==> src/hw/pck_pkg.sv <==
package pck_pkg;

  // Register byte offsets
  localparam logic [4:0] PCK_OFS_CTRL = 5'h00;
  localparam logic [4:0] PCK_OFS_PROTECT = 5'h04;
  localparam logic [4:0] PCK_OFS_BITOP = 5'h08;
  localparam logic [4:0] PCK_OFS_STATUS = 5'h0C;

  // Control register field positions
  localparam int PCK_BIT_SUB_FB_OFF = 7;
  localparam int PCK_BIT_MAIN_OSC_STOP = 6;
  localparam int PCK_BIT_MAIN_FB_OFF = 5;
  localparam int PCK_BIT_ON_SUB = 4;
  localparam int PCK_BIT_SUB_SEL = 3;
  localparam int PCK_DIV_LSB = 0;
  localparam int PCK_DIV_W = 3;

  // Bit access register fields
  localparam int PCK_BITOP_VAL = 3;

  // Status register fields
  localparam int PCK_ST_REFUSED = 0;
  localparam int PCK_ST_PENDING = 1;
  localparam int PCK_ST_OSC_OFF = 2;

  // Reset value of the control register
  localparam logic [7:0] PCK_CTRL_RESET = 8'h03;

  // Divider codes 6 and 7 are prohibited
  localparam logic [2:0] PCK_DIV_MAX = 3'h5;
  localparam int PCK_DIV_CNT_W = 5;

  // AXI responses
  localparam logic [1:0] PCK_RESP_OKAY = 2'h0;
  localparam logic [1:0] PCK_RESP_SLVERR = 2'h2;

endpackage

==> src/hw/pck_divider.sv <==
`timescale 1ns/1ps
`default_nettype none

module pck_divider
  import pck_pkg::*;
#(
  parameter int CNT_W = PCK_DIV_CNT_W
) (
  // Clock and reset
  input wire logic aclk,
  input wire logic aresetn,
  input wire logic ce,
  // Selection
  input wire logic [2:0] div_code,
  input wire logic use_sub,
  input wire logic sub_edge,
  // Internal system clock enable
  output logic sys_clk_en
);

  logic [CNT_W-1:0] cnt_q;
  logic [CNT_W-1:0] mask;

  // Terminal count for a power-of-two division
  function automatic logic [CNT_W-1:0] div_mask(input logic [2:0] code);
    div_mask = CNT_W'((32'h1 << code) - 32'h1);
  endfunction

  assign mask = div_mask(div_code);

  // Free-running prescaler count
  always_ff @(posedge aclk) begin
    if (!aresetn) begin
      cnt_q <= '0;
    end else if (ce) begin
      if ((cnt_q & mask) == mask) begin
        cnt_q <= '0;
      end else begin
        cnt_q <= cnt_q + CNT_W'(1);
      end
    end
  end

  // Main clock divided by 1..32, or one pulse per subclock period
  assign sys_clk_en = ce && (use_sub ? sub_edge : ((cnt_q & mask) == mask));

  a_div_by_one: assert property (@(posedge aclk) disable iff (!aresetn)
    (ce && !use_sub && div_code == 3'h0) |-> sys_clk_en)
    else $error("undivided main clock did not pulse every cycle");

endmodule

`default_nettype wire

==> src/hw/pck_switch.sv <==
`timescale 1ns/1ps
`default_nettype none

module pck_switch (
  // Clock and reset
  input wire logic aclk,
  input wire logic aresetn,
  input wire logic ce,
  // Request and subclock level
  input wire logic sub_sel,
  input wire logic sub_clk,
  // Source status
  output logic cpu_on_sub,
  output logic sub_edge
);

  logic sub_prev_q;
  logic src_q;

  // Subclock input is synchronous, so a plain delay gives its edge
  always_ff @(posedge aclk) begin
    if (!aresetn) begin
      sub_prev_q <= 1'b0;
    end else if (ce) begin
      sub_prev_q <= sub_clk;
    end
  end

  assign sub_edge = sub_clk && !sub_prev_q;

  // Source changes only on a subclock edge, so at most one subclock period
  always_ff @(posedge aclk) begin
    if (!aresetn) begin
      src_q <= 1'b0;
    end else if (ce && sub_edge) begin
      src_q <= sub_sel;
    end
  end

  assign cpu_on_sub = src_q;

  a_switch_edge: assert property (@(posedge aclk) disable iff (!aresetn)
    (ce && sub_edge) |=> (src_q == $past(sub_sel)))
    else $error("clock source not switched at subclock edge");

  a_switch_hold: assert property (@(posedge aclk) disable iff (!aresetn)
    !(ce && sub_edge) |=> $stable(src_q))
    else $error("clock source changed between subclock edges");

endmodule

`default_nettype wire

==> src/hw/pck_clock_ctrl.sv <==
// How it works
// - Control writes take effect only right after a protect-register unlock write.
// - Byte writes and single-bit writes are supported; a bit write touches one bit.
// - Reset loads the control register with 03H: main clock divided by eight.
// - Bit 7 at 0 enables the subclock feedback resistor, at 1 disables it.
// - Main oscillator stops in STOP mode, or with stop bit set while on subclock.
// - Divider codes 0..5 give main clock /1../32; 11x refused; select bit picks subclock.
// - Source switch completes within one subclock period; status bit 4 then follows.
//
// Register access over AXI4-Lite and the register offsets are this design's own decisions.
`timescale 1ns/1ps
`default_nettype none

module pck_clock_ctrl
  import pck_pkg::*;
#(
  parameter int ADDR_W = 5
) (
  // Clock, reset and clock enable
  input wire logic aclk,
  input wire logic aresetn,
  input wire logic ce,
  // AXI4-Lite write address and data
  input wire logic [ADDR_W-1:0] s_axi_awaddr,
  input wire logic s_axi_awvalid,
  output logic s_axi_awready,
  input wire logic [31:0] s_axi_wdata,
  input wire logic [3:0] s_axi_wstrb,
  input wire logic s_axi_wvalid,
  output logic s_axi_wready,
  // AXI4-Lite write response
  output logic [1:0] s_axi_bresp,
  output logic s_axi_bvalid,
  input wire logic s_axi_bready,
  // AXI4-Lite read
  input wire logic [ADDR_W-1:0] s_axi_araddr,
  input wire logic s_axi_arvalid,
  output logic s_axi_arready,
  output logic [31:0] s_axi_rdata,
  output logic [1:0] s_axi_rresp,
  output logic s_axi_rvalid,
  input wire logic s_axi_rready,
  // Chip state and subclock level
  input wire logic stop_mode,
  input wire logic sub_clk,
  // Clock control outputs
  output logic sys_clk_en,
  output logic cpu_clock_is_sub,
  output logic main_osc_stop_out,
  output logic main_feedback_resistor_off,
  output logic sub_feedback_resistor_off
);

  logic [7:0] ctrl_q;
  logic unlock_q;
  logic refused_q;
  logic aw_full_q;
  logic w_full_q;
  logic [ADDR_W-1:0] awaddr_q;
  logic [31:0] wdata_q;
  logic [3:0] wstrb_q;
  logic bvalid_q;
  logic [1:0] bresp_q;
  logic rvalid_q;
  logic [31:0] rdata_q;
  logic [1:0] rresp_q;
  logic on_sub;
  logic sub_edge;
  logic wr_go;
  logic rd_go;
  logic wr_ctrl;
  logic wr_bit;
  logic wr_prot;
  logic wr_stat;
  logic wr_mapped;
  logic refuse_now;
  logic [7:0] ctrl_rd;
  logic [7:0] bit_new;

  // Register word address check
  function automatic logic is_ofs(input logic [ADDR_W-1:0] a, input logic [4:0] ofs);
    is_ofs = ({a[ADDR_W-1:2], 2'b00} == ADDR_W'(ofs));
  endfunction

  // Merge a written image; status bit stays hardware-owned, prohibited divider kept
  function automatic logic [7:0] merge_ctrl(input logic [7:0] old, input logic [7:0] nw);
    logic [7:0] r;
    r = nw;
    r[PCK_BIT_ON_SUB] = 1'b0;
    if (nw[PCK_DIV_LSB +: PCK_DIV_W] > PCK_DIV_MAX) begin
      r[PCK_DIV_LSB +: PCK_DIV_W] = old[PCK_DIV_LSB +: PCK_DIV_W];
    end
    merge_ctrl = r;
  endfunction

  // Write channels are taken independently and held until the response;
  // readies drop while ce is low, so no beat is lost into frozen state
  assign s_axi_awready = ce && !aw_full_q && !bvalid_q;
  assign s_axi_wready = ce && !w_full_q && !bvalid_q;
  assign wr_go = ce && aw_full_q && w_full_q && !bvalid_q;
  assign wr_ctrl = wr_go && is_ofs(awaddr_q, PCK_OFS_CTRL);
  assign wr_bit = wr_go && is_ofs(awaddr_q, PCK_OFS_BITOP);
  assign wr_prot = wr_go && is_ofs(awaddr_q, PCK_OFS_PROTECT);
  assign wr_stat = wr_go && is_ofs(awaddr_q, PCK_OFS_STATUS);
  assign wr_mapped = wr_ctrl || wr_bit || wr_prot || wr_stat;
  assign refuse_now = (wr_ctrl || wr_bit) && !unlock_q;

  // Single-bit image: only the indexed bit differs from the current value
  always_comb begin
    bit_new = ctrl_q;
    bit_new[wdata_q[2:0]] = wdata_q[PCK_BITOP_VAL];
  end

  // Write address and data holding registers
  always_ff @(posedge aclk) begin
    if (!aresetn) begin
      aw_full_q <= 1'b0;
      w_full_q <= 1'b0;
      awaddr_q <= '0;
      wdata_q <= '0;
      wstrb_q <= '0;
    end else if (ce) begin
      if (s_axi_awvalid && s_axi_awready) begin
        aw_full_q <= 1'b1;
        awaddr_q <= s_axi_awaddr;
      end else if (wr_go) begin
        aw_full_q <= 1'b0;
      end
      if (s_axi_wvalid && s_axi_wready) begin
        w_full_q <= 1'b1;
        wdata_q <= s_axi_wdata;
        wstrb_q <= s_axi_wstrb;
      end else if (wr_go) begin
        w_full_q <= 1'b0;
      end
    end
  end

  // Write response, error for an unmapped word
  // A response seen while ce is low is not retired, so bready must stay up through it
  always_ff @(posedge aclk) begin
    if (!aresetn) begin
      bvalid_q <= 1'b0;
      bresp_q <= PCK_RESP_OKAY;
    end else if (ce) begin
      if (wr_go) begin
        bvalid_q <= 1'b1;
        bresp_q <= wr_mapped ? PCK_RESP_OKAY : PCK_RESP_SLVERR;
      end else if (s_axi_bready) begin
        bvalid_q <= 1'b0;
      end
    end
  end

  assign s_axi_bvalid = bvalid_q;
  assign s_axi_bresp = bresp_q;

  // Unlock lasts for exactly the next write, whatever it targets
  always_ff @(posedge aclk) begin
    if (!aresetn) begin
      unlock_q <= 1'b0;
    end else if (wr_go) begin
      unlock_q <= wr_prot;
    end
  end

  // Control register; the status bit is not stored here
  always_ff @(posedge aclk) begin
    if (!aresetn) begin
      ctrl_q <= PCK_CTRL_RESET;
    end else if (unlock_q && wstrb_q[0]) begin
      if (wr_ctrl) begin
        ctrl_q <= merge_ctrl(ctrl_q, wdata_q[7:0]);
      end else if (wr_bit) begin
        ctrl_q <= merge_ctrl(ctrl_q, bit_new);
      end
    end
  end

  // Refused-write flag, write one to clear; a new refusal wins over the clear
  always_ff @(posedge aclk) begin
    if (!aresetn) begin
      refused_q <= 1'b0;
    end else if (refuse_now) begin
      refused_q <= 1'b1;
    end else if (wr_stat && wstrb_q[0] && wdata_q[PCK_ST_REFUSED]) begin
      refused_q <= 1'b0;
    end
  end

  // Read path, one cycle after the address is taken
  assign s_axi_arready = ce && !rvalid_q;
  assign rd_go = ce && s_axi_arvalid && !rvalid_q;

  always_comb begin
    ctrl_rd = ctrl_q;
    ctrl_rd[PCK_BIT_ON_SUB] = on_sub;
  end

  always_ff @(posedge aclk) begin
    if (!aresetn) begin
      rvalid_q <= 1'b0;
      rdata_q <= '0;
      rresp_q <= PCK_RESP_OKAY;
    end else if (ce) begin
      if (rd_go) begin
        rvalid_q <= 1'b1;
        rresp_q <= PCK_RESP_OKAY;
        rdata_q <= '0;
        if (is_ofs(s_axi_araddr, PCK_OFS_CTRL)) begin
          rdata_q <= {24'h000000, ctrl_rd};
        end else if (is_ofs(s_axi_araddr, PCK_OFS_STATUS)) begin
          rdata_q <= {29'h00000000, main_osc_stop_out, on_sub != ctrl_q[PCK_BIT_SUB_SEL],
                      refused_q};
        end else if (!is_ofs(s_axi_araddr, PCK_OFS_PROTECT)
                     && !is_ofs(s_axi_araddr, PCK_OFS_BITOP)) begin
          rresp_q <= PCK_RESP_SLVERR;
        end
      end else if (s_axi_rready) begin
        rvalid_q <= 1'b0;
      end
    end
  end

  assign s_axi_rvalid = rvalid_q;
  assign s_axi_rdata = rdata_q;
  assign s_axi_rresp = rresp_q;

  // Source switch synchronised to the subclock
  pck_switch u_switch (
    .aclk(aclk),
    .aresetn(aresetn),
    .ce(ce),
    .sub_sel(ctrl_q[PCK_BIT_SUB_SEL]),
    .sub_clk(sub_clk),
    .cpu_on_sub(on_sub),
    .sub_edge(sub_edge)
  );

  // Internal system clock enable follows the source actually in use
  pck_divider u_divider (
    .aclk(aclk),
    .aresetn(aresetn),
    .ce(ce),
    .div_code(ctrl_q[PCK_DIV_LSB +: PCK_DIV_W]),
    .use_sub(on_sub),
    .sub_edge(sub_edge),
    .sys_clk_en(sys_clk_en)
  );

  // Oscillator control; stopping while the CPU still runs on it would hang the core
  assign main_osc_stop_out = stop_mode || (ctrl_q[PCK_BIT_MAIN_OSC_STOP] && on_sub);
  assign main_feedback_resistor_off = ctrl_q[PCK_BIT_MAIN_FB_OFF];
  assign sub_feedback_resistor_off = ctrl_q[PCK_BIT_SUB_FB_OFF];
  assign cpu_clock_is_sub = on_sub;

  a_reset_load: assert property (@(posedge aclk)
    !aresetn |=> (ctrl_q == PCK_CTRL_RESET))
    else $error("control register not loaded with reset value");

  a_locked_write: assert property (@(posedge aclk) disable iff (!aresetn)
    ((wr_ctrl || wr_bit) && !unlock_q) |=> $stable(ctrl_q))
    else $error("control changed by an unprotected write");

  a_unlock_once: assert property (@(posedge aclk) disable iff (!aresetn)
    (wr_go && !wr_prot) |=> !unlock_q)
    else $error("unlock survived a following write");

  a_bit_only: assert property (@(posedge aclk) disable iff (!aresetn)
    (wr_bit && unlock_q && wstrb_q[0] && wdata_q[2:0] != 3'h4
     && wdata_q[2:0] > 3'h2) |=>
    ((ctrl_q ^ $past(ctrl_q)) & ~(8'h01 << $past(wdata_q[2:0]))) == 8'h00)
    else $error("bit write altered another bit");

  a_bit_write: assert property (@(posedge aclk) disable iff (!aresetn)
    (wr_bit && unlock_q && wstrb_q[0] && wdata_q[2:0] == 3'(PCK_BIT_SUB_SEL)) |=>
    (ctrl_q[PCK_BIT_SUB_SEL] == $past(wdata_q[PCK_BITOP_VAL])))
    else $error("bit write did not reach the addressed bit");

  a_osc_gate: assert property (@(posedge aclk) disable iff (!aresetn)
    (!stop_mode && !on_sub) |-> !main_osc_stop_out)
    else $error("main oscillator stopped while CPU on main clock");

  a_osc_stop: assert property (@(posedge aclk) disable iff (!aresetn)
    (stop_mode || (on_sub && ctrl_q[PCK_BIT_MAIN_OSC_STOP])) |-> main_osc_stop_out)
    else $error("main oscillator not stopped when required");

  a_div_legal: assert property (@(posedge aclk) disable iff (!aresetn)
    ctrl_q[PCK_DIV_LSB +: PCK_DIV_W] <= PCK_DIV_MAX)
    else $error("prohibited divider code stored");

  a_sub_fb: assert property (@(posedge aclk) disable iff (!aresetn)
    (wr_ctrl && unlock_q && wstrb_q[0]) |=>
    (sub_feedback_resistor_off == $past(wdata_q[PCK_BIT_SUB_FB_OFF])))
    else $error("subclock feedback control does not follow bit 7");

  a_status_read: assert property (@(posedge aclk) disable iff (!aresetn)
    (rd_go && is_ofs(s_axi_araddr, PCK_OFS_CTRL)) |=>
    (s_axi_rdata[PCK_BIT_ON_SUB] == $past(on_sub)))
    else $error("control read does not show the clock source in use");

endmodule

`default_nettype wire

==> config.mk <==
export PLATFORM = sky130hd
export DESIGN_NAME = pck_clock_ctrl
export DESIGN_NICKNAME = d
export VERILOG_FILES = /design/src/hw/pck_pkg.sv /design/src/hw/pck_divider.sv /design/src/hw/pck_switch.sv /design/src/hw/pck_clock_ctrl.sv
export SDC_FILE = /design/constraint.sdc
export NUM_CORES = 1
export LEC_CHECK = 0
export ABC_AREA = 1
export BUFFER_PORTS_ARGS = -buffer_cell sky130_fd_sc_hd__clkbuf_2
export CAP_MARGIN = 20
export CELL_PAD_IN_SITES_DETAIL_PLACEMENT = 0
export CELL_PAD_IN_SITES_GLOBAL_PLACEMENT = 2
export CORE_MARGIN = 4
export CORE_UTILIZATION = 22
export CTS_BUF_LIST = sky130_fd_sc_hd__clkbuf_16
export DETAILED_ROUTE_END_ITERATION = 16
export GPL_TIMING_DRIVEN = 0
export PLACE_DENSITY_LB_ADDON = 0.1
export SLEW_MARGIN = 20
export SYNTH_ARGS = -nofsm -noshare
export SYNTH_HDL_FRONTEND = slang
export SYNTH_SLANG_ARGS = --single-unit
==> constraint.sdc <==
create_clock -name aclk -period 1.3 [get_ports aclk]
set_input_delay 0.26 -clock aclk [delete_from_list [all_inputs] [get_ports aclk]]
set_output_delay 0.26 -clock aclk [all_outputs]
set_load 0.01 [all_outputs]
==> results of run 1 <==
-- cell usage in the layout (no fill, tap or decap), drive strengths merged --
cell type,count
clkinvlp,1
o31ai,1
nand3,19
o211ai,3
a21o,1
a21oi,25
buf,58
a31oi,2
xnor2,1
a211oi,2
clkinv,2
nand4,4
bufinv,1
clkbuf,46
nand3b,1
inv,23
nand2,58
nor2,32
conb,26
nor3,4
ha,1
dfxtp,41
xor2,3
a22oi,6
o21ai,21
-- report_power, final --
group | total (mW) | switching [mW] | internal, mW
logic | 0.485 | 0.275 | 0.210
registers | 1.33 | 0.0378 | 1.30
clock network | 1.39 | 0.492 | 0.898
total | 3.21 | 0.805 | 2.40
-- cell type report --
| cell class | instances | area (sq um) | area share |
|---|---|---|---|
| Multi-Input combinational cell | 210 | 1200 | 0.380 |
| Sequential cell | 41 | 846 | 0.268 |
| Timing Repair Buffer | 64 | 427 | 0.135 |
| Buffer | 35 | 256 | 0.0811 |
| Tap cell | 129 | 161 | 0.0510 |
| Clock buffer | 5 | 125 | 0.0396 |
| Inverter | 24 | 105 | 0.0332 |
| Clock inverter | 3 | 41.3 | 0.0131 |
-- worst paths after layout --
kind,to,slack [ps],cells past startpoint
setup / recovery,sys_clk_en,-190,5
hold / removal,awaddr_q[3],210,3
setup reg to reg,ctrl_q[1],-20,7
hold reg to reg,wdata_q[5],480,2
-- routing by layer --
| metal | vias to the layer above | GRT usage | routed length, microns |
|---|---|---|---|
| met4 | 0 | 0.0333 | 66 |
| met2 | 47 | 0.185 | 2790 |
| met3 | 4 | 0.0261 | 281 |
| met5 | - | 0 | 0 |
| li1 | 1088 | - | - |
| met1 | 892 | 0.146 | 2920 |
-- logic make-up after synthesis --
kind of cell / Yosys count
and+or+nand+nor: 117
AOI/OAI and AO/OA: 61
buffers and inverters: 59
DFF: 41
xor gates and xnor gates: 4
adders and majority gates: 1
other: 1
-- critical path: stages, from the launching register on --
cell	delay [ps]
dfxtp_4	360
nand2_2	50
o21ai_2	140
nand3_2	110
a21oi_2	130
buf_2	140
-- synthesized netlist by cell type, types with 2 or more instances --
| library cell | n |
|---|---|
| clkbuf_1 | 2 |
| a211oi_1 | 2 |
| nand4_1 | 4 |
| nor3_1 | 4 |
| buf_4 | 27 |
| a22oi_1 | 6 |
| a31oi_1 | 2 |
| a21oi_1 | 25 |
| o21ai_1 | 16 |
| inv_1 | 13 |
| xor2_1 | 3 |
| nand3_1 | 18 |
| dfxtp_1 | 41 |
| inv_2 | 9 |
| nor2_1 | 25 |
| o21ai_0 | 5 |
| nor2_2 | 5 |
| nand2_1 | 55 |
| buf_2 | 4 |
| o211ai_2 | 3 |
-- registers in the layout, indices dropped and copies added (netlist names), named ones only --
register             cells
s_axi_bvalid             1
s_axi_rvalid             1
wdata_q                  7
u_switch.cpu_on_sub      1
refused_q                1
u_switch.sub_prev_q      1
s_axi_bresp              1
awaddr_q                 3
w_full_q                 1
wstrb_q                  1
unlock_q                 1
s_axi_rresp              1
ctrl_q                   6
s_axi_rdata              8
aw_full_q                1
u_divider.cnt_q          5
-- repair_timing --
| item | 4_1_cts | 5_1_grt |
|---|---|---|
| setup endpoints to repair | 25 | 15 |
| cloned | 2 | 0 |
| pin swaps | 14 | 9 |
| setup buffers | 16 | 5 |
| resized for setup | 44 | 29 |
==> reports/results.tsv, run 1 <==
stage	metric	value	unit
cells_and_area	drive_above_1_share	0.424	
global_routing	antenna_found_initial	0	
clock_network	cts.clk_slew.worst_paths	60	ps
timing	fin_tns_setup	-278	ps
cells_and_area	stdcell_count	511	
floorplan	io_pins	102	
logic_synthesis	muxShareOfSynthArea	0	
drt	drc	0	
logic_synthesis	synth_top_family_by_area	simple AND/OR/NAND/NOR gates	
power	vdd_drop_max	0.551	mV
cells_and_area	fin_nets	438	
global_routing	grt_use_total	0.112	
floorplan	dieWidth	106	microns
logic_synthesis	ys_seq_elements	41	
timing	rsz0062_at_grt	yes	
clock_network	cts_tree	built	
critical_path	crit_path_start_kind	register	
worst_hold_path	min_from	s_axi_awaddr[3]	
clock_network	hold_buffers	0	
place	portBuffers	42	
cells_and_area	syn_to_final_growth	49.3	%
clock_network	root_buffer	clkbuf_16	
cells_and_area	final_core_util	0.339	
critical_path	critPathArrivalTime	1230	ps
drt	drt_iter0_markers	49	
logic_synthesis	synth_xor_area_frac	0.0165	
floorplan	core	0.00933	sq mm
logic_synthesis	ys_types	35	
run	maxCapViolCount	0	
timing	timing.hold.ws	213	ps
logic_synthesis	synth_flop_cell	dfxtp_1	
floorplan	die_area	0.0113	sq mm
power	powerDensity	1020	mW/mm^2
logic_synthesis	synth_top_cell_by_area	dfxtp_1	
floorplan	die_height	106	microns
logic_synthesis	synthTopCellsByArea	dfxtp_1 39%, nand2_1 9.7%, buf_4 9.6%	
clock_network	cts_sinks	41	
timing	setup_slack	-188	ps
timing	fin_crit_sh	1.14	
place	place_ws	-180	ps
timing	fin_crit	1490	ps
logic_synthesis	syn_area_per_cell	7.46	sq um
status	violations	negative setup slack	
clock_network	htreeDepth	2	
place	dpl_cell_area	0.00260	sq mm
logic_synthesis	synth-adder-area-share	0.00591	
critical_path	timing.rr.start	s_axi_bvalid	
logic_synthesis	yosys.area_share.simple	0.261	
floorplan	start_util	0.227	
clock_network	insertion_delay	280	ps
global_routing	grt_pass1_vias	2030	
global_routing	grt_max_degree	14	
logic_synthesis	syn_inst	284	
logic_synthesis	synth_enable_flop_cells	0	
logic_synthesis	synth_top_area_frac	0.387	
timing	finalMaxSlewViolations	0	
timing	fmax	672	MHz
cells_and_area	nFillCells	1048	
global_routing	grt_pass1_wl	10200	microns
global_routing	overflow	0	
timing	finClkSkew	7.52	ps
status	status	finished with violations	
logic_synthesis	synth_compound_area_frac	0.168	
logic_synthesis	async_flop_share	0	
critical_path	crit_type	reg2out	
drt	wire_per_inst	11.9	microns
drt	drtPass1Iterations	4	
logic_synthesis	ys_seq_area_frac	0.387	
timing	finalSetupViolCount	6	
timing	worst_pin_slew	603	ps
drt	route.vias.total	2031	
floorplan	num_rows	35	
place	dp_hpwl	4420	microns
power	leakage	1.48	nW
power	p_total	3.21	mW
critical_path	end_kind	output port	
cells_and_area	final_cell_area	0.00316	sq mm
clock_network	clockBufferDepth	2	
worst_hold_path	min_path_type	in2reg	
place	dpl.cell_count	480	
critical_path	cp.required	1040	ps
logic_synthesis	syn_area	0.00212	sq mm
drt	wirelength	6060	microns
critical_path	crit_start	u_divider.cnt_q[0]	
drt	drtAntennaViolNets	0	
cells_and_area	n_antenna_cell	0	
timing	max_slew_margin	0.598	
clock_network	cts_buffers	5	
logic_synthesis	yosysWarnings	0	
drt	via_per_inst	3.97	
place	gp_congestion	0.765	
critical_path	crit_path_max_fanout	3	
timing	hold_viol	0	
(Power assumes the default switching activity.)
==> inputs of run 2 (changes only) <==
--- a/config.mk
+++ b/config.mk
@@ -9,13 +9,14 @@
 export BUFFER_PORTS_ARGS = -buffer_cell sky130_fd_sc_hd__clkbuf_2
 export CAP_MARGIN = 20
 export CELL_PAD_IN_SITES_DETAIL_PLACEMENT = 0
-export CELL_PAD_IN_SITES_GLOBAL_PLACEMENT = 2
+export CELL_PAD_IN_SITES_GLOBAL_PLACEMENT = 1
 export CORE_MARGIN = 4
-export CORE_UTILIZATION = 22
+export CORE_UTILIZATION = 28
 export CTS_BUF_LIST = sky130_fd_sc_hd__clkbuf_16
 export DETAILED_ROUTE_END_ITERATION = 16
 export GPL_TIMING_DRIVEN = 0
 export PLACE_DENSITY_LB_ADDON = 0.1
+export SKIP_LAST_GASP = 1
 export SLEW_MARGIN = 20
 export SYNTH_ARGS = -nofsm -noshare
 export SYNTH_HDL_FRONTEND = slang
==> reports/results.tsv, run 2 (synthesis gave the netlist of run 1 again) <==
stage	metric	value	unit	change
status	status	finished with violations		
status	violations	negative setup slack		
critical_path	critPathSlowestCell	dfxtp_2		
critical_path	crit_path_start_kind	register		
global_routing	grt_max_degree	12		-2
critical_path	crit_chain	nand2_2 > o21ai_1 > nand3_1 > a21oi_2 > buf_2		
cells_and_area	fin_nets	435		-0.68%
timing	fmax	669	MHz	-0.47%
global_routing	grt_pass1_vias	1822		-10%
timing	fin_crit	1490	ps	+7.01 ps
place	gp_congestion	0.764		-0.10%
drt	route.vias.total	2006		-1.2%
power	vdd_drop_max	0.428	mV	-22%
drt	wirelength	5400	microns	-11%
place	dp_hpwl	4080	microns	-7.7%
cells_and_area	stdcell_count	477		-6.7%
global_routing	grt_use_total	0.122		+0.0103
clock_network	cts_buffers	5		unchanged
critical_path	regToRegSetupSlack	10	ps	+30 ps
cells_and_area	layout_common_cells	49 x nand2_1, 45 x buf_4, 39 x clkbuf_2		
timing	hold_viol	0		unchanged
cells_and_area	largest_reg_flops	8		unchanged
timing	rsz0062_at_grt	yes		
drt	wire_per_inst	11.3	microns	-4.5%
critical_path	crit_type	reg2out		
floorplan	io_pins	102		unchanged
clock_network	root_buffer	clkbuf_16		
worst_hold_path	worst_hold_path.num_cells	3		unchanged
place	dpl.cell_count	450		-6.3%
timing	finClkSkew	5.25	ps	-2.27 ps
critical_path	end_kind	output port		
critical_path	critPathArrivalTime	1230	ps	about the same
global_routing	overflow	0		unchanged
timing	fin_crit_sh	1.15		+0.00539
cells_and_area	final_common_cell	nand2_1		
floorplan	die_area	0.00902	sq mm	-20%
run	maxCapViolCount	0		unchanged
clock_network	clockBufferDepth	2		unchanged
worst_hold_path	min_path_type	in2reg		
floorplan	core	0.00729	sq mm	-22%
critical_path	crit_path_max_incr_delay	350	ps	about the same
critical_path	cp.required	1040	ps	about the same
timing	finalMaxSlewViolations	0		unchanged
critical_path	reg2reg_depth	9		+2
global_routing	grt_pass1_wl	8670	microns	-15%
drt	drt_iter0_markers	73		+49%
power	p_total	2.93	mW	-8.7%
timing	finalSetupViolCount	2		-4
floorplan	num_rows	31		-11%
timing	fin_tns_setup	-218	ps	+59.9 ps
drt	drc	0		unchanged
drt	via_per_inst	4.21		+5.8%
cells_and_area	n_antenna_cell	0		unchanged
floorplan	die_height	95.0	microns	-11%
clock_network	hold_buffers	0		unchanged
floorplan	start_util	0.290		+0.0634
clock_network	htreeDepth	2		unchanged
place	portBuffers	42		unchanged
cells_and_area	drive_above_1_share	0.402		-0.0220
clock_network	cts.clk_slew.worst_paths	50	ps	about the same
timing	max_slew_margin	0.587		-0.0113
drt	drtPass1Iterations	4		unchanged
clock_network	cts_sinks	41		unchanged
critical_path	crit_path_max_fanout	3		unchanged
clock_network	cts_tree	built		
clock_network	insertion_delay	280	ps	about the same
drt	drtAntennaViolNets	0		unchanged
global_routing	antenna_found_initial	0		unchanged
cells_and_area	syn_to_final_growth	41.2	%	
place	dpl_cell_area	0.00256	sq mm	-1.4%
timing	setup_slack	-195	ps	-7.01 ps
floorplan	dieWidth	95.0	microns	-11%
power	powerDensity	979	mW/mm^2	-3.5%
timing	worst_pin_slew	620	ps	+16.9 ps
power	leakage	1.43	nW	-3.4%
cells_and_area	final_cell_area	0.00299	sq mm	-5.4%
## run 2: cell types whose count changed in the layout (fill, tap and decap cells not counted), moves of 2 or more
cell,previous run,this run
dfxtp_2,5,7
inv_2,7,11
inv_4,3,1
o21ai_0,1,4
o21ai_1,13,16
o21ai_2,7,0
## run 2: final timing paths
check | from | to
worst max register to register | s_axi_bvalid | ctrl_q[2]
worst max-delay path | u_divider.cnt_q[1] | sys_clk_en
worst min register to register | u_switch.sub_prev_q | u_switch.sub_prev_q
worst min-delay path | s_axi_awaddr[3] | awaddr_q[3]
## run 2: worst max-delay path, delay by kind of cell, from the launching register on
family,cells,cell delay [ps]
and+or+nand+nor,2,200
AOI/OAI and AO/OA,2,280
DFF,1,350
buffers and inverters,1,140
## run 2: per-stage QoR
step	setup slack (ps)	hold WS (ps)	util
floorplan	16.2	409	-
global route	-273	224	0.410
detailed placement	-150	467	0.351
finish	-195	219	0.410
CTS	-245	210	0.388
global placement	-137	465	0.351
## run 2: layout make-up
| class | count | area, sq um |
|---|---|---|
| clock inverter | 2 | 7.51 |
| fill | 812 | 4300 |
| multi-input combinational | 210 | 1160 |
| inverter | 24 | 92.6 |
| buffer | 34 | 251 |
| timing repair buffer | 62 | 384 |
| sequential | 41 | 845 |
| tap | 99 | 124 |
| clock buffer | 5 | 125 |
## run 2: repair_timing
action | in CTS | in global routing
endpoints found under the hold margin | 0 | 0
buffers inserted | 10 | 9
pin swaps | 7 | 14
gates cloned | 2 | 0
endpoints found under the setup margin | 19 | 19
resized for setup | 20 | 34
## run 2: layer usage
layer  up-vias  GRT usage  routed length [microns]
li1       1078          -                        -
met1       872      0.162                     2530
met2        51      0.196                     2480
met3         5     0.0319                      334
met4         0     0.0361                       51
met5         -          0                        0
## run 2: report_power, final
group / switching, mW / total, mW / internal, mW
clock network: 0.437 / 1.12 / 0.685
registers: 0.0422 / 1.34 / 1.30
logic: 0.258 / 0.466 / 0.208
==> inputs of run 3 (changes only) <==
--- a/config.mk
+++ b/config.mk
@@ -5,13 +5,12 @@
 export SDC_FILE = /design/constraint.sdc
 export NUM_CORES = 1
 export LEC_CHECK = 0
-export ABC_AREA = 1
 export BUFFER_PORTS_ARGS = -buffer_cell sky130_fd_sc_hd__clkbuf_2
 export CAP_MARGIN = 20
 export CELL_PAD_IN_SITES_DETAIL_PLACEMENT = 0
 export CELL_PAD_IN_SITES_GLOBAL_PLACEMENT = 1
 export CORE_MARGIN = 4
-export CORE_UTILIZATION = 28
+export CORE_UTILIZATION = 30
 export CTS_BUF_LIST = sky130_fd_sc_hd__clkbuf_16
 export DETAILED_ROUTE_END_ITERATION = 16
 export GPL_TIMING_DRIVEN = 0
==> reports/results.tsv, run 3 <==
stage	metric	value	unit	change
global_routing	grt_pass1_wl	9520	microns	+9.8%
clock_network	clockBufferDepth	2		unchanged
floorplan	start_util	0.314		+0.0236
power	p_total	3.18	mW	+8.5%
power	vdd_drop_max	0.534	mV	+25%
status	status	finished with violations		
timing	fmax	551	MHz	-18%
clock_network	insertion_delay	280	ps	about the same
logic_synthesis	synth_flop_cell	dfxtp_1		
clock_network	root_buffer	clkbuf_16		
cells_and_area	nFillCells	720		-11%
critical_path	path_buf_inv	1		unchanged
logic_synthesis	yosys-top-cells-count	41 x dfxtp_1, 34 x nand2_1, 28 x buf_4		
drt	drtAntennaViolNets	0		unchanged
logic_synthesis	synth_top_cell_by_area	dfxtp_1		
critical_path	crit_type	reg2out		
cells_and_area	largest_reg_flops	8		unchanged
clock_network	htreeDepth	2		unchanged
logic_synthesis	synth_top_area_frac	0.378		-0.00916
critical_path	crit_path_start_kind	register		
place	dp_hpwl	4180	microns	+2.4%
power	powerDensity	962	mW/mm^2	-1.8%
critical_path	cp.required	1040	ps	about the same
status	violations	negative setup slack		
logic_synthesis	ys_types	55		+57%
drt	drc	0		unchanged
power	leakage	1.44	nW	+0.45%
floorplan	dieWidth	93.0	microns	-2.0%
global_routing	antenna_found_initial	0		unchanged
cells_and_area	regArea	862	sq um	+2.1%
drt	wirelength	6000	microns	+11%
timing	finClkSkew	6.94	ps	+1.69 ps
timing	fin_crit_sh	1.39		+0.245
timing	worst_pin_slew	573	ps	-46.5 ps
drt	wire_per_inst	13.3	microns	+17%
logic_synthesis	synth_enable_flop_cells	0		unchanged
floorplan	io_pins	102		unchanged
cells_and_area	n_antenna_cell	0		unchanged
place	place_ws	-483	ps	-332 ps
drt	via_per_inst	4.48		+6.5%
clock_network	cts_tree	built		
global_routing	grt_use_total	0.141		+0.0181
cells_and_area	syn_to_final_growth	52.3	%	
clock_network	cts.clk_slew.worst_paths	50	ps	about the same
timing	fin_tns_setup	-3230	ps	-3010 ps
drt	drt_iter0_markers	70		-4.1%
logic_synthesis	syn_inst	250		-12%
critical_path	critPathArrivalTime	1550	ps	+320 ps
timing	finalSetupViolCount	25		+23
timing	setup_slack	-513	ps	-319 ps
clock_network	cts_sinks	41		unchanged
timing	max_slew_margin	0.614		+0.0268
critical_path	end_kind	output port		
logic_synthesis	ys_seq_area_frac	0.378		-0.00916
timing	rsz0062_at_grt	yes		
logic_synthesis	async_flop_share	0		unchanged
critical_path	crit_path_max_fanout	3		unchanged
drt	route.vias.total	2024		+0.90%
run	maxCapViolCount	0		unchanged
logic_synthesis	syn_area_per_cell	8.68	sq um	+16%
worst_hold_path	min_path_type	in2reg		
timing	hold_viol	0		unchanged
place	portBuffers	42		unchanged
clock_network	cts_buffers	5		unchanged
logic_synthesis	ys_seq_elements	41		unchanged
drt	drtPass1Iterations	4		unchanged
critical_path	crit_chain	nor2_4 > a21oi_2 > or4_4 > a21oi_2 > buf_2		
floorplan	die_area	0.00866	sq mm	-4.0%
critical_path	crit_path_max_incr_delay	510	ps	+160 ps
critical_path	cp_common_cell	a21oi_2		
timing	finalMaxSlewViolations	0		unchanged
cells_and_area	multi_input_area	0.00135	sq mm	+16%
place	gp_congestion	0.712		-6.8%
logic_synthesis	synth.most_common_cell	dfxtp_1		
cells_and_area	fin_nets	412		-5.3%
logic_synthesis	yosysWarnings	0		unchanged
logic_synthesis	synthTopCellsByArea	dfxtp_1 38%, buf_4 9.7%, nand2_1 5.9%		
floorplan	die_height	93.0	microns	-2.0%
cells_and_area	final_common_cell	buf_4		
global_routing	overflow	0		unchanged
cells_and_area	layout_common_cells	47 x buf_4, 43 x clkbuf_2, 33 x nand2_1		
floorplan	num_rows	30		-3.2%
logic_synthesis	syn_area	0.00217	sq mm	+2.4%
global_routing	grt_pass1_vias	1868		+2.5%
timing	fin_crit	1810	ps	+319 ps
critical_path	path_delay_family	simple AND/OR/NAND/NOR gates		
global_routing	grt_max_degree	13		+1
floorplan	core	0.00691	sq mm	-5.3%
cells_and_area	drive_above_1_share	0.480		+0.0782
critical_path	critPathSlowestCell	or4_4		
run 3: cell types whose count changed after synthesis, moves of 4 or more:
cell and delta:
mux2i_1 +8, inv_2 -9, nand2b_1 +4, inv_1 -9, nand3_1 -14, nand3b_1 +5
clkbuf_1 +4, a21oi_1 -4, nor2_2 -5, o21ai_1 -16, nand2_1 -21
run 3: worst reg2reg max path, stage by stage, from the launching register on:
cell and delay, ps:
dfxtp_2 330, buf_8 120, nor3b_4 190, mux2_4 340
mux2_4 270, o41a_1 300
run 3: metal layers:
layer  vias up  wire length [microns]  track usage
met5         -                      0            0
met4         0                    116       0.0574
met3        10                    317       0.0306
met2        52                   2900        0.230
met1       916                   2670        0.179
li1       1046                      -            -
run 3: cell families after synthesis:
family / share of synthesized area
and+or+nand+nor: 0.242
AOI/OAI and AO/OA: 0.170
DFF: 0.378
xor gates and xnor gates: 0.0202
buffers and inverters: 0.126
other: 0.00173
muxes: 0.0559
adders and majority gates: 0.00577
run 3: layout make-up:
type                    count  share of cell area
multi-input cells         191               0.408
flip-flops and latches     41               0.261
repair buffers             74               0.151
plain buffers              38              0.0897
clock buffers               5              0.0379
well taps                  96              0.0363
clock inverters             3              0.0114
inverters                   4             0.00454
run 3: path summary, 6_finish.rpt:
| kind | start | to | slack (ps) | cells after the start |
|---|---|---|---|---|
| worst max-delay path | register | sys_clk_en | -510 | 5 |
| worst min-delay path | s_axi_wdata[2] | wdata_q[2] | 190 | 3 |
| worst max register to register | wdata_q[1] | ctrl_q[1] | -350 | 5 |
| worst min register to register | wdata_q[5] | wdata_q[5] | 460 | 2 |
run 3: power breakdown:
part           switching (mW)  internal (mW)
clock network           0.479          0.892
logic                   0.246          0.238
registers              0.0386           1.29
total                   0.763           2.42
run 3: metrics by stage:
stage / cells / cell area (sq um) / hold slack, ps / util
2_1_floorplan: 275 / 2310 / 388 / -
3_3_place_gp: 413 / 2640 / 447 / 0.382
3_5_place_dp: 413 / 2640 / 450 / 0.382
4_1_cts: 444 / 3130 / 186 / 0.453
5_1_grt: 452 / 3300 / 187 / 0.478
6_report: 452 / 3300 / 192 / 0.478
run 3: what timing repair did:
action / CTS / global route
gates resized for setup: 44 / 30
setup endpoints to repair: 36 / 37
setup buffers: 24 / 8
pin swaps: 21 / 18
hold buffers: 0 / 0
